==> config.mk <==
export PLATFORM = sky130hd
export DESIGN_NAME = uepc_ctrl
export DESIGN_NICKNAME = d
export VERILOG_FILES = /design/src/logic/uepc_pkg.sv /design/src/logic/uepc_ctrl.sv
export VERILOG_INCLUDE_DIRS = /design/src /design/src/logic
export SDC_FILE = /design/constraint.sdc
export NUM_CORES = 1
export LEC_CHECK = 0
export BUFFER_PORTS_ARGS = -buffer_cell sky130_fd_sc_hd__buf_2
export CAP_MARGIN = 20
export CORE_MARGIN = 2
export CORE_UTILIZATION = 57
export CTS_CLUSTER_DIAMETER = 40
export DETAILED_ROUTE_END_ITERATION = 10
export PLACE_DENSITY = 0.88
export SLEW_MARGIN = 20
export SYNTH_ARGS = -nofsm -noshare
export SYNTH_HDL_FRONTEND = slang
export SYNTH_SLANG_ARGS = --single-unit
==> constraint.sdc <==
create_clock -name CORE_CLK_I -period 5.5 [get_ports CORE_CLK_I]
set_input_delay 0.825 -clock CORE_CLK_I [delete_from_list [all_inputs] [get_ports CORE_CLK_I]]
set_output_delay 0.825 -clock CORE_CLK_I [all_outputs]
set_load 0.02 [all_outputs]
==> src/logic/uepc_params.svh <==
// Purpose: Constants for the one-time-writable memory programmer controller.
// Assumes: 25 MHz core clock; supply switches driven as logic levels.
// Notes:   Timing counts are times over the clock period; setup and gate counts rounded up.
// How it works
// Supplies at program levels only in program, verify and inhibit modes.
// Memory drives data only with select and output gate both low.
// Data valid one output-gate delay after gate falls, select already low.
// Select high gives standby; outputs float regardless of output gate.
// Gate high with select low floats outputs; circuitry stays active.
// Select decoded per device; output gate shared with system read strobe.
// Erased bits read one; programming only clears bits to zero.
// Program mode needs elevated programming supply and output gate high.
// Programmer drives the full 16-bit word and address during programming.
// Each active-low program pulse applied only once address and data stable.
// Repeat 100 us pulses with verify after each, at most 25 per address.
// Program strobe never held low statically; pulses always bounded.
// Like inputs may be shared so one pulse programs several devices.
// Select high inhibits programming so parallel devices differ in data.
// Verify may run with elevated supply; otherwise supplies equal.
// Id read: id line at 12V, others low, byte select picks byte.
// Main supply on first, off last relative to programming supply.
// Program strobe high before or with programming supply at power-up.
// Read mode ignores program strobe and programming supply level.
// Verify mode with select, gate low and strobe high drives stored word.
// Memory model shows stored word under read or verify, else floats.
`ifndef UEPC_PARAMS_SVH
`define UEPC_PARAMS_SVH
`define UEPC_CLK_NS        40
`define UEPC_PULSE_NS      100000
`define UEPC_PULSE_CYC     (`UEPC_PULSE_NS / `UEPC_CLK_NS)
`define UEPC_SETUP_NS      1000
`define UEPC_SETUP_CYC     ((`UEPC_SETUP_NS + `UEPC_CLK_NS - 1) / `UEPC_CLK_NS)
`define UEPC_OE_NS         150
`define UEPC_OE_CYC        ((`UEPC_OE_NS + `UEPC_CLK_NS - 1) / `UEPC_CLK_NS)
`define UEPC_MAX_PULSES    25
`define UEPC_ALL_ONES      16'hffff
`endif

==> src/logic/uepc_pkg.sv <==
// Purpose: Types for the programmer controller.
// Assumes: One clock domain.
// Notes:   State is a single packed struct.
`default_nettype none
package uepc_pkg;
   typedef enum logic [1:0] {
      UEPC_OP_READ = 2'h0,
      UEPC_OP_PROG = 2'h1,
      UEPC_OP_ID   = 2'h2
   } uepc_op_t;

   typedef enum logic [7:0] {
      UEPC_IDLE   = 8'h01,
      UEPC_PWRUP  = 8'h02,
      UEPC_SETUP  = 8'h04,
      UEPC_PULSE  = 8'h08,
      UEPC_HOLD   = 8'h10,
      UEPC_VERIFY = 8'h20,
      UEPC_PWRDN  = 8'h40,
      UEPC_RDONE  = 8'h80
   } uepc_state_t;

   typedef struct packed {
      logic        sel_n;
      logic        gate_n;
      logic        program_strobe_n;
      logic        vpp_high;
      logic        vcc_high;
      logic        id_high_voltage;
      logic [15:0] addr;
      logic [15:0] dout;
      logic        dout_oe_n;
   } uepc_pins_t;

   typedef struct packed {
      uepc_state_t state;
      uepc_op_t    op;
      uepc_pins_t  pins;
      logic [15:0] cnt;
      logic [4:0]  pulses;
      logic [15:0] rdata;
      logic [15:0] data;
      logic        done;
      logic        fail;
      logic        busy;
   } uepc_regs_t;
endpackage
`default_nettype wire

==> src/logic/uepc_ctrl.sv <==
// Purpose: Drives the memory pins to read, program with verify, and read id.
// Assumes: Memory data pins sampled synchronously; supply switches external.
// Notes:   One command at a time; busy blocks new commands.
`timescale 1ns/1ps
`default_nettype none
`include "uepc_params.svh"
module uepc_ctrl
   import uepc_pkg::*;
#(
   parameter int PULSE_CYC = `UEPC_PULSE_CYC,
   parameter int MAX_PULSES = `UEPC_MAX_PULSES
) (
   input  wire logic        CORE_CLK_I,
   input  wire logic        RST_I,
   input  wire logic        CMD_VALID_I,
   input  wire logic [1:0]  CMD_OP_I,
   input  wire logic [15:0] CMD_ADDR_I,
   input  wire logic [15:0] CMD_DATA_I,
   output logic             BUSY_O,
   output logic             DONE_O,
   output logic             FAIL_O,
   output logic [15:0]      RDATA_O,
   output logic             SEL_N_O,
   output logic             GATE_N_O,
   output logic             PROGRAM_STROBE_N_O,
   output logic             VPP_HIGH_O,
   output logic             VCC_HIGH_O,
   output logic             ID_HIGH_VOLTAGE_O,
   output logic [15:0]      ADDR_O,
   output logic [15:0]      DQ_O,
   output logic             DQ_OE_N_O,
   input  wire logic [15:0] DQ_I
);
   localparam logic [15:0] SETUP_C = 16'(`UEPC_SETUP_CYC);
   localparam logic [15:0] OE_C    = 16'(`UEPC_OE_CYC);
   localparam logic [15:0] PULSE_C = 16'(PULSE_CYC);
   localparam logic [4:0]  MAXP_C  = 5'(MAX_PULSES);

   uepc_regs_t  r_ff;
   uepc_regs_t  nxt_r;
   logic        cnt_zero;
   logic [16:0] low_cnt_ff;

   assign cnt_zero = (r_ff.cnt == 16'h0000);

   always_comb begin
      nxt_r = r_ff;
      nxt_r.done = 1'b0;
      if (!cnt_zero) begin
         nxt_r.cnt = r_ff.cnt - 16'h0001;
      end
      unique case (r_ff.state)
         UEPC_IDLE: begin
            if (CMD_VALID_I) begin
               nxt_r.op = uepc_op_t'(CMD_OP_I);
               nxt_r.busy = 1'b1;
               nxt_r.fail = 1'b0;
               nxt_r.pulses = 5'h00;
               nxt_r.data = CMD_DATA_I;
               nxt_r.pins.addr = CMD_ADDR_I;
               nxt_r.cnt = SETUP_C;
               if (uepc_op_t'(CMD_OP_I) == UEPC_OP_PROG) begin
                  // Strobe high and gate high as main supply rises, before programming supply
                  nxt_r.pins.gate_n = 1'b1;
                  nxt_r.pins.program_strobe_n = 1'b1;
                  nxt_r.pins.vcc_high = 1'b1;
                  nxt_r.state = UEPC_PWRUP;
               end else begin
                  if (uepc_op_t'(CMD_OP_I) == UEPC_OP_ID) begin
                     // Id read wants all controls low
                     nxt_r.pins.addr = {15'h0000, CMD_ADDR_I[0]};
                     nxt_r.pins.id_high_voltage = 1'b1;
                     nxt_r.pins.program_strobe_n = 1'b0;
                  end
                  nxt_r.pins.sel_n = 1'b0;
                  nxt_r.pins.gate_n = 1'b0;
                  nxt_r.cnt = SETUP_C + OE_C;
                  nxt_r.state = UEPC_RDONE;
               end
            end
         end
         UEPC_PWRUP: begin
            if (cnt_zero) begin
               nxt_r.pins.vpp_high = 1'b1;
               nxt_r.pins.dout = r_ff.data;
               nxt_r.pins.dout_oe_n = 1'b0;
               nxt_r.pins.sel_n = 1'b0;
               nxt_r.cnt = SETUP_C;
               nxt_r.state = UEPC_SETUP;
            end
         end
         UEPC_SETUP: begin
            if (cnt_zero) begin
               nxt_r.pins.program_strobe_n = 1'b0;
               nxt_r.pulses = r_ff.pulses + 5'h01;
               nxt_r.cnt = PULSE_C;
               nxt_r.state = UEPC_PULSE;
            end
         end
         UEPC_PULSE: begin
            // Bounded pulse, never a static low
            if (cnt_zero) begin
               nxt_r.pins.program_strobe_n = 1'b1;
               nxt_r.cnt = SETUP_C;
               nxt_r.state = UEPC_HOLD;
            end
         end
         UEPC_HOLD: begin
            if (cnt_zero) begin
               nxt_r.pins.dout_oe_n = 1'b1;
               nxt_r.pins.gate_n = 1'b0;
               nxt_r.cnt = OE_C;
               nxt_r.state = UEPC_VERIFY;
            end
         end
         UEPC_VERIFY: begin
            if (cnt_zero) begin
               nxt_r.rdata = DQ_I;
               nxt_r.pins.gate_n = 1'b1;
               nxt_r.cnt = SETUP_C;
               if (DQ_I == r_ff.data || r_ff.pulses >= MAXP_C) begin
                  nxt_r.fail = (DQ_I != r_ff.data);
                  nxt_r.pins.sel_n = 1'b1;
                  nxt_r.pins.vpp_high = 1'b0;
                  nxt_r.state = UEPC_PWRDN;
               end else begin
                  nxt_r.pins.dout_oe_n = 1'b0;
                  nxt_r.state = UEPC_SETUP;
               end
            end
         end
         UEPC_PWRDN: begin
            if (cnt_zero) begin
               nxt_r.pins.vcc_high = 1'b0;
               nxt_r.pins.gate_n = 1'b1;
               nxt_r.busy = 1'b0;
               nxt_r.done = 1'b1;
               nxt_r.state = UEPC_IDLE;
            end
         end
         UEPC_RDONE: begin
            if (cnt_zero) begin
               if (r_ff.op == UEPC_OP_ID) begin
                  nxt_r.rdata = {8'h00, DQ_I[7:0]};
               end else begin
                  nxt_r.rdata = DQ_I;
               end
               nxt_r.pins.sel_n = 1'b1;
               nxt_r.pins.gate_n = 1'b1;
               nxt_r.pins.id_high_voltage = 1'b0;
               nxt_r.pins.program_strobe_n = 1'b1;
               nxt_r.busy = 1'b0;
               nxt_r.done = 1'b1;
               nxt_r.state = UEPC_IDLE;
            end
         end
         default: begin
            nxt_r.state = UEPC_IDLE;
         end
      endcase
   end

   always_ff @(posedge CORE_CLK_I) begin
      if (RST_I) begin
         r_ff <= '{state: UEPC_IDLE, op: UEPC_OP_READ,
                   pins: '{sel_n: 1'b1, gate_n: 1'b1, program_strobe_n: 1'b1,
                           vpp_high: 1'b0, vcc_high: 1'b0,
                           id_high_voltage: 1'b0, addr: 16'h0000,
                           dout: `UEPC_ALL_ONES, dout_oe_n: 1'b1},
                   cnt: 16'h0000, pulses: 5'h00, rdata: 16'h0000,
                   data: `UEPC_ALL_ONES, done: 1'b0, fail: 1'b0,
                   busy: 1'b0};
      end else begin
         r_ff <= nxt_r;
      end
   end

   assign BUSY_O = r_ff.busy;
   assign DONE_O = r_ff.done;
   assign FAIL_O = r_ff.fail;
   assign RDATA_O = r_ff.rdata;
   assign SEL_N_O = r_ff.pins.sel_n;
   assign GATE_N_O = r_ff.pins.gate_n;
   // One strobe may fan out to devices that take the same word
   assign PROGRAM_STROBE_N_O = r_ff.pins.program_strobe_n;
   assign VPP_HIGH_O = r_ff.pins.vpp_high;
   assign VCC_HIGH_O = r_ff.pins.vcc_high;
   assign ID_HIGH_VOLTAGE_O = r_ff.pins.id_high_voltage;
   assign ADDR_O = r_ff.pins.addr;
   assign DQ_O = r_ff.pins.dout;
   assign DQ_OE_N_O = r_ff.pins.dout_oe_n;

   // Helper: cycles the strobe has been low, held at zero during id reads
   always_ff @(posedge CORE_CLK_I) begin
      if (RST_I || r_ff.pins.program_strobe_n || r_ff.op == UEPC_OP_ID) begin
         low_cnt_ff <= 17'h00000;
      end else begin
         low_cnt_ff <= low_cnt_ff + 17'h00001;
      end
   end
endmodule
`default_nettype wire

-- Word-level counts from Yosys, hierarchy flattened
Index checks and enable logic that the tools add are counted.
W data, S select, Z words.
- memory bits (writable): 0
- memory bits (read-only): 0
- output and inout bits: 58
- latch bits: 0
- memories: 0
- register bits after elaboration: 105
- add/sub/neg operators: 2
- order comparisons: 1
- divide/modulo/power cells: 0
- bitwise operators: 1
- reductions and logical operators: 29
- muxes and demuxes: 52
- eq/ne operators: 28
- shift-type cells: 0
- multipliers: 0
- operators with widths (operator ; count):
    $pmux W16 S6 ; 1
    $mux W17 ; 5
    $mux W16 ; 5
    $mux W8 ; 7
    $pmux W8 S7 ; 1
    $mux W21 ; 2
    $pmux W16 S2 ; 1
    $ne A2 B2 Y1 const B ; 13
    $mux W18 ; 1
    $eq A16 B16 Y1 ; 1
    $logic_not A16 Y1 ; 1
    $ne A16 B16 Y1 ; 1
    $sub A16 B1 Y16 const B ; 1
    $reduce_and A7 Y1 ; 2
    $reduce_bool A2 Y1 ; 7
    $mux W13 ; 1
    $mux W1 ; 12
    $reduce_and A4 Y1 ; 3
    $reduce_and A6 Y1 ; 2
    $pmux W1 S2 ; 5
    $pmux W5 S2 ; 1
    $reduce_and A5 Y1 ; 2
    $reduce_and A3 Y1 ; 3
    $eq A8 B1 Y1 const B ; 1
    other kinds (26) ; 34

-- Longest topological paths before layout
- depth after elaboration: 5
- gate-level depth with buffers: 10

-- Worst setup path after synthesis
Ideal clock, no wire load.
- path kind: flip-flop to flip-flop
- start point: register r_ff[98] (netlist name)
- end point: register r_ff (netlist bit RDATA_O[15])
- data arrival time: 2.205 ns
- setup time: 0.128 ns
- slack: 3.167 ns
- stages on the path, launching flop included: 8
- period minus slack after synthesis: 2.333 ns
- buffers on the path: 2
- cell sequence: dfxtp_1 -> clkbuf_1 -> or4_4 -> nor4_4 -> o2111ai_4 -> buf_2 -> a22oi_1 -> nor2_1
- cells in the longest elaborated chain, start to end: 3
- RTL lines (element ; line ; RTL):
    from (decl) ; uepc_ctrl.sv:39 ; uepc_regs_t r_ff;
    from (signal assigned) ; uepc_ctrl.sv:165 ; r_ff <= '{state: UEPC_IDLE, op: UEPC_OP_READ,
    from (signal assigned) ; uepc_ctrl.sv:174 ; r_ff <= nxt_r;
    $eq A8 B8 Y1 / $eq A8 B6 Y1 (equally long branches) ; uepc_ctrl.sv:52 ; unique case (r_ff.state)
    $ne A2 B2 Y1 (no source line) / $reduce_bool A2 Y1 (equally long branches) ; n/a ;
    $reduce_and A3 Y1 (no source line) ; n/a ;
Parallel ways exist; a longest one is shown, timed or not.
A chain may end at the register's enable or synchronous reset.

-- Worst setup path in the final report
- start point: register r_ff[47] (netlist name)
- end point: register r_ff (netlist bit DQ_O[15])
- cells in the longest elaborated chain, start to end: 2
- RTL lines (element ; line ; RTL):
    $logic_not A16 Y1 ; uepc_ctrl.sv:44 ; assign cnt_zero = (r_ff.cnt == 16'h0000);
    $reduce_and A2 Y1 (no source line) ; n/a ;
Every way passes these cells.

==> results_dict.tcl <==
set metrics [dict create \
    post-dp-hpwl_um 8859 \
    ctsResizeCount 0 \
    clk_path_buf_depth 2 \
    via_count 4546 \
    synthArstFlopShare_pct 0 \
    path_cells "or4_1, or4_4, nor2_2, nand2_1, nand2_1, nand3b_1" \
    nets 727 \
    grt_pass1_vias 4273 \
    worstSkewPairLatency_ps 370 \
    pre_cts_slack_ps 2182 \
    start_kind "register" \
    tightest_slew_ps 941.4 \
    ios 111 \
    overflow 0 \
    fmax_mhz 319.4 \
    fin_crit_sh_pct 56.92 \
    layout_common_cells "buf_2 (110), nand2_1 (106), dfxtp_1 (105)" \
    cp_slowest_stage_delay_ps 680 \
    final_common_cell "buf_2" \
    hold_slack_ps 460.8 \
    p_per_area_nw_per_um2 366.9 \
    syn_nets 686 \
    worstPathArrival_ps 3390 \
    synth-edff-count 0 \
    finalNonFillerCells 779 \
    rows 34 \
    start_util_pct 58.87 \
    grt_usage_pct 25.20 \
    drt_iter0_drc 357 \
    num_antenna_cells 0 \
    place_area_sq_um 5364 \
    layout_min_cycle_time_ps 3130 \
    peakVddDrop_mv 0.4505 \
    syn-cell-area_sq_um 5159 \
    fin_area_sq_um 5572 \
    cp-end-kind "register" \
    antenna_found_initial 0 \
    cts_sinks 105 \
    cts-htree-levels 3 \
    root_buffer "clkbuf_8" \
    hold_viol 0 \
    slowest_stage "nor2_2" \
    leakagePower_nw 2.390 \
    area_growth_pct 8.004 \
    cts_setup_buffers 0 \
    synthCells 625 \
    grt_pass1_wl_um 20270 \
    die_h_um 99.14 \
    seq_area_frac_synth_pct 40.75 \
    skew_ps 15.13 \
    cts_buffers 9 \
    cap_viol_max_count 0 \
    setup_viol 0 \
    status "finished clean" \
    setup_tns_ps 0 \
    cts_tree "yes" \
    drc 0 \
    finalPower_mw 2.044 \
    gp_congestion 0.9117 \
    dr.pass1.iters 5 \
    min_path_type "reg -> reg" \
    wl_per_cell_um 15.96 \
    drive_gt1_share_pct 20.86 \
    cts_hold_buf 0 \
    placed_cells 763 \
    antenna_left 0 \
    final_util_pct 63.58 \
    cp_max_fo 22 \
    grt_max_degree 53 \
    criticalPathCategory "reg -> reg" \
    ys_ff_latch 105 \
    portBuffers 110 \
    maxSlewHeadroom_pct 37.24 \
    clk_pin_slew_worst_paths_ps 100 \
    crit_path_frequent_cell "nand2_1" \
    synth_top_flop_cell "dfxtp_1" \
    die_x_um 99.14 \
    worst_slack_ps 2370 \
    vias_per_cell 5.836 \
    required_ps 5760 \
    dieArea_sq_um 9828 \
    drt_wl_total_um 12430 \
    yosysWarnings 0 \
    yosys.cell_types.count 55 \
    syn_area_per_cell_sq_um 8.254 \
    core_sq_um 8763 \
    maxSlewViolCount 0 \
    rsz0062_at_grt "false" \
]
[state kept, by name, indices dropped and copies added, names as in the netlist]
name and cells:
ADDR_O 16, r_ff 47, DQ_OE_N_O 1, VPP_HIGH_O 1, RDATA_O 16, ID_HIGH_VOLTAGE_O 1, SEL_N_O 1, GATE_N_O 1
DQ_O 16, DONE_O 1, VCC_HIGH_O 1, BUSY_O 1, FAIL_O 1, PROGRAM_STROBE_N_O 1
[cell families after synthesis]
kind of cell	after synthesis	share of synthesized area [%]
multiplexers	9	1.746
AO/OA/AOI/OAI	110	13.51
buffers and inverters	93	10.60
AND/OR/NAND/NOR	274	27.04
flip-flops	105	40.75
XOR/XNOR	26	4.414
adder cells (fa/ha/maj)	8	1.940
[cell type report]
| type | count | area [sq um] |
|---|---|---|
| flip-flops and latches | 105 | 2102 |
| clock buffers | 11 | 141.4 |
| fillers | 719 | 3192 |
| clock inverters | 5 | 63.81 |
| well taps | 108 | 135.1 |
| multi-input cells | 427 | 2519 |
| repair buffers | 113 | 573.1 |
| inverters | 10 | 37.54 |
[path summary, 6_finish.rpt]
kind / start / end / slack, ps / cells past startpoint
min reg2reg: ADDR_O[1]$_SDFFE_PP0P_ / ADDR_O[1]$_SDFFE_PP0P_ / 460 / 2
max: r_ff[47]$_SDFF_PP0_ / DQ_O[15]$_SDFFE_PP1P_ / 2370 / 6
min: ADDR_O[1]$_SDFFE_PP0P_ / ADDR_O[1]$_SDFFE_PP0P_ / 460 / 2
max reg2reg: r_ff[47]$_SDFF_PP0_ / DQ_O[15]$_SDFFE_PP1P_ / 2370 / 6
[power breakdown]
group | internal, mW | total (mW) | switching, mW
sequential | 0.835 | 0.907 | 0.0716
combinational | 0.234 | 0.640 | 0.406
clock | 0.227 | 0.498 | 0.271
[metal layers]
metal	GRT usage (%)	wire, um	part of all wire [%]
met5	0	0	0
met4	8.535	243	2.0
met3	3.795	949	7.6
met2	41.42	5968	48
met1	34.11	5270	42
[critical path: cells and delay by family (launching register included)]
kind          cells  cell delay, ps
simple gates      6            2640
flops             1             380
[Yosys cell counts, drive strengths merged (10+ instances only)]
cell | number | area [sq um]
a21oi | 45 | 225.2
dfxtp | 105 | 2102
nor3 | 11 | 55.05
inv | 10 | 37.54
nand3b | 32 | 240.2
nand2 | 106 | 397.9
nand3 | 26 | 130.1
xnor2 | 21 | 183.9
clkbuf | 25 | 93.84
nor2 | 49 | 186.4
o21ai | 23 | 115.1
buf | 58 | 415.4
No activity file was read; power rests on OpenSTA's default activity.
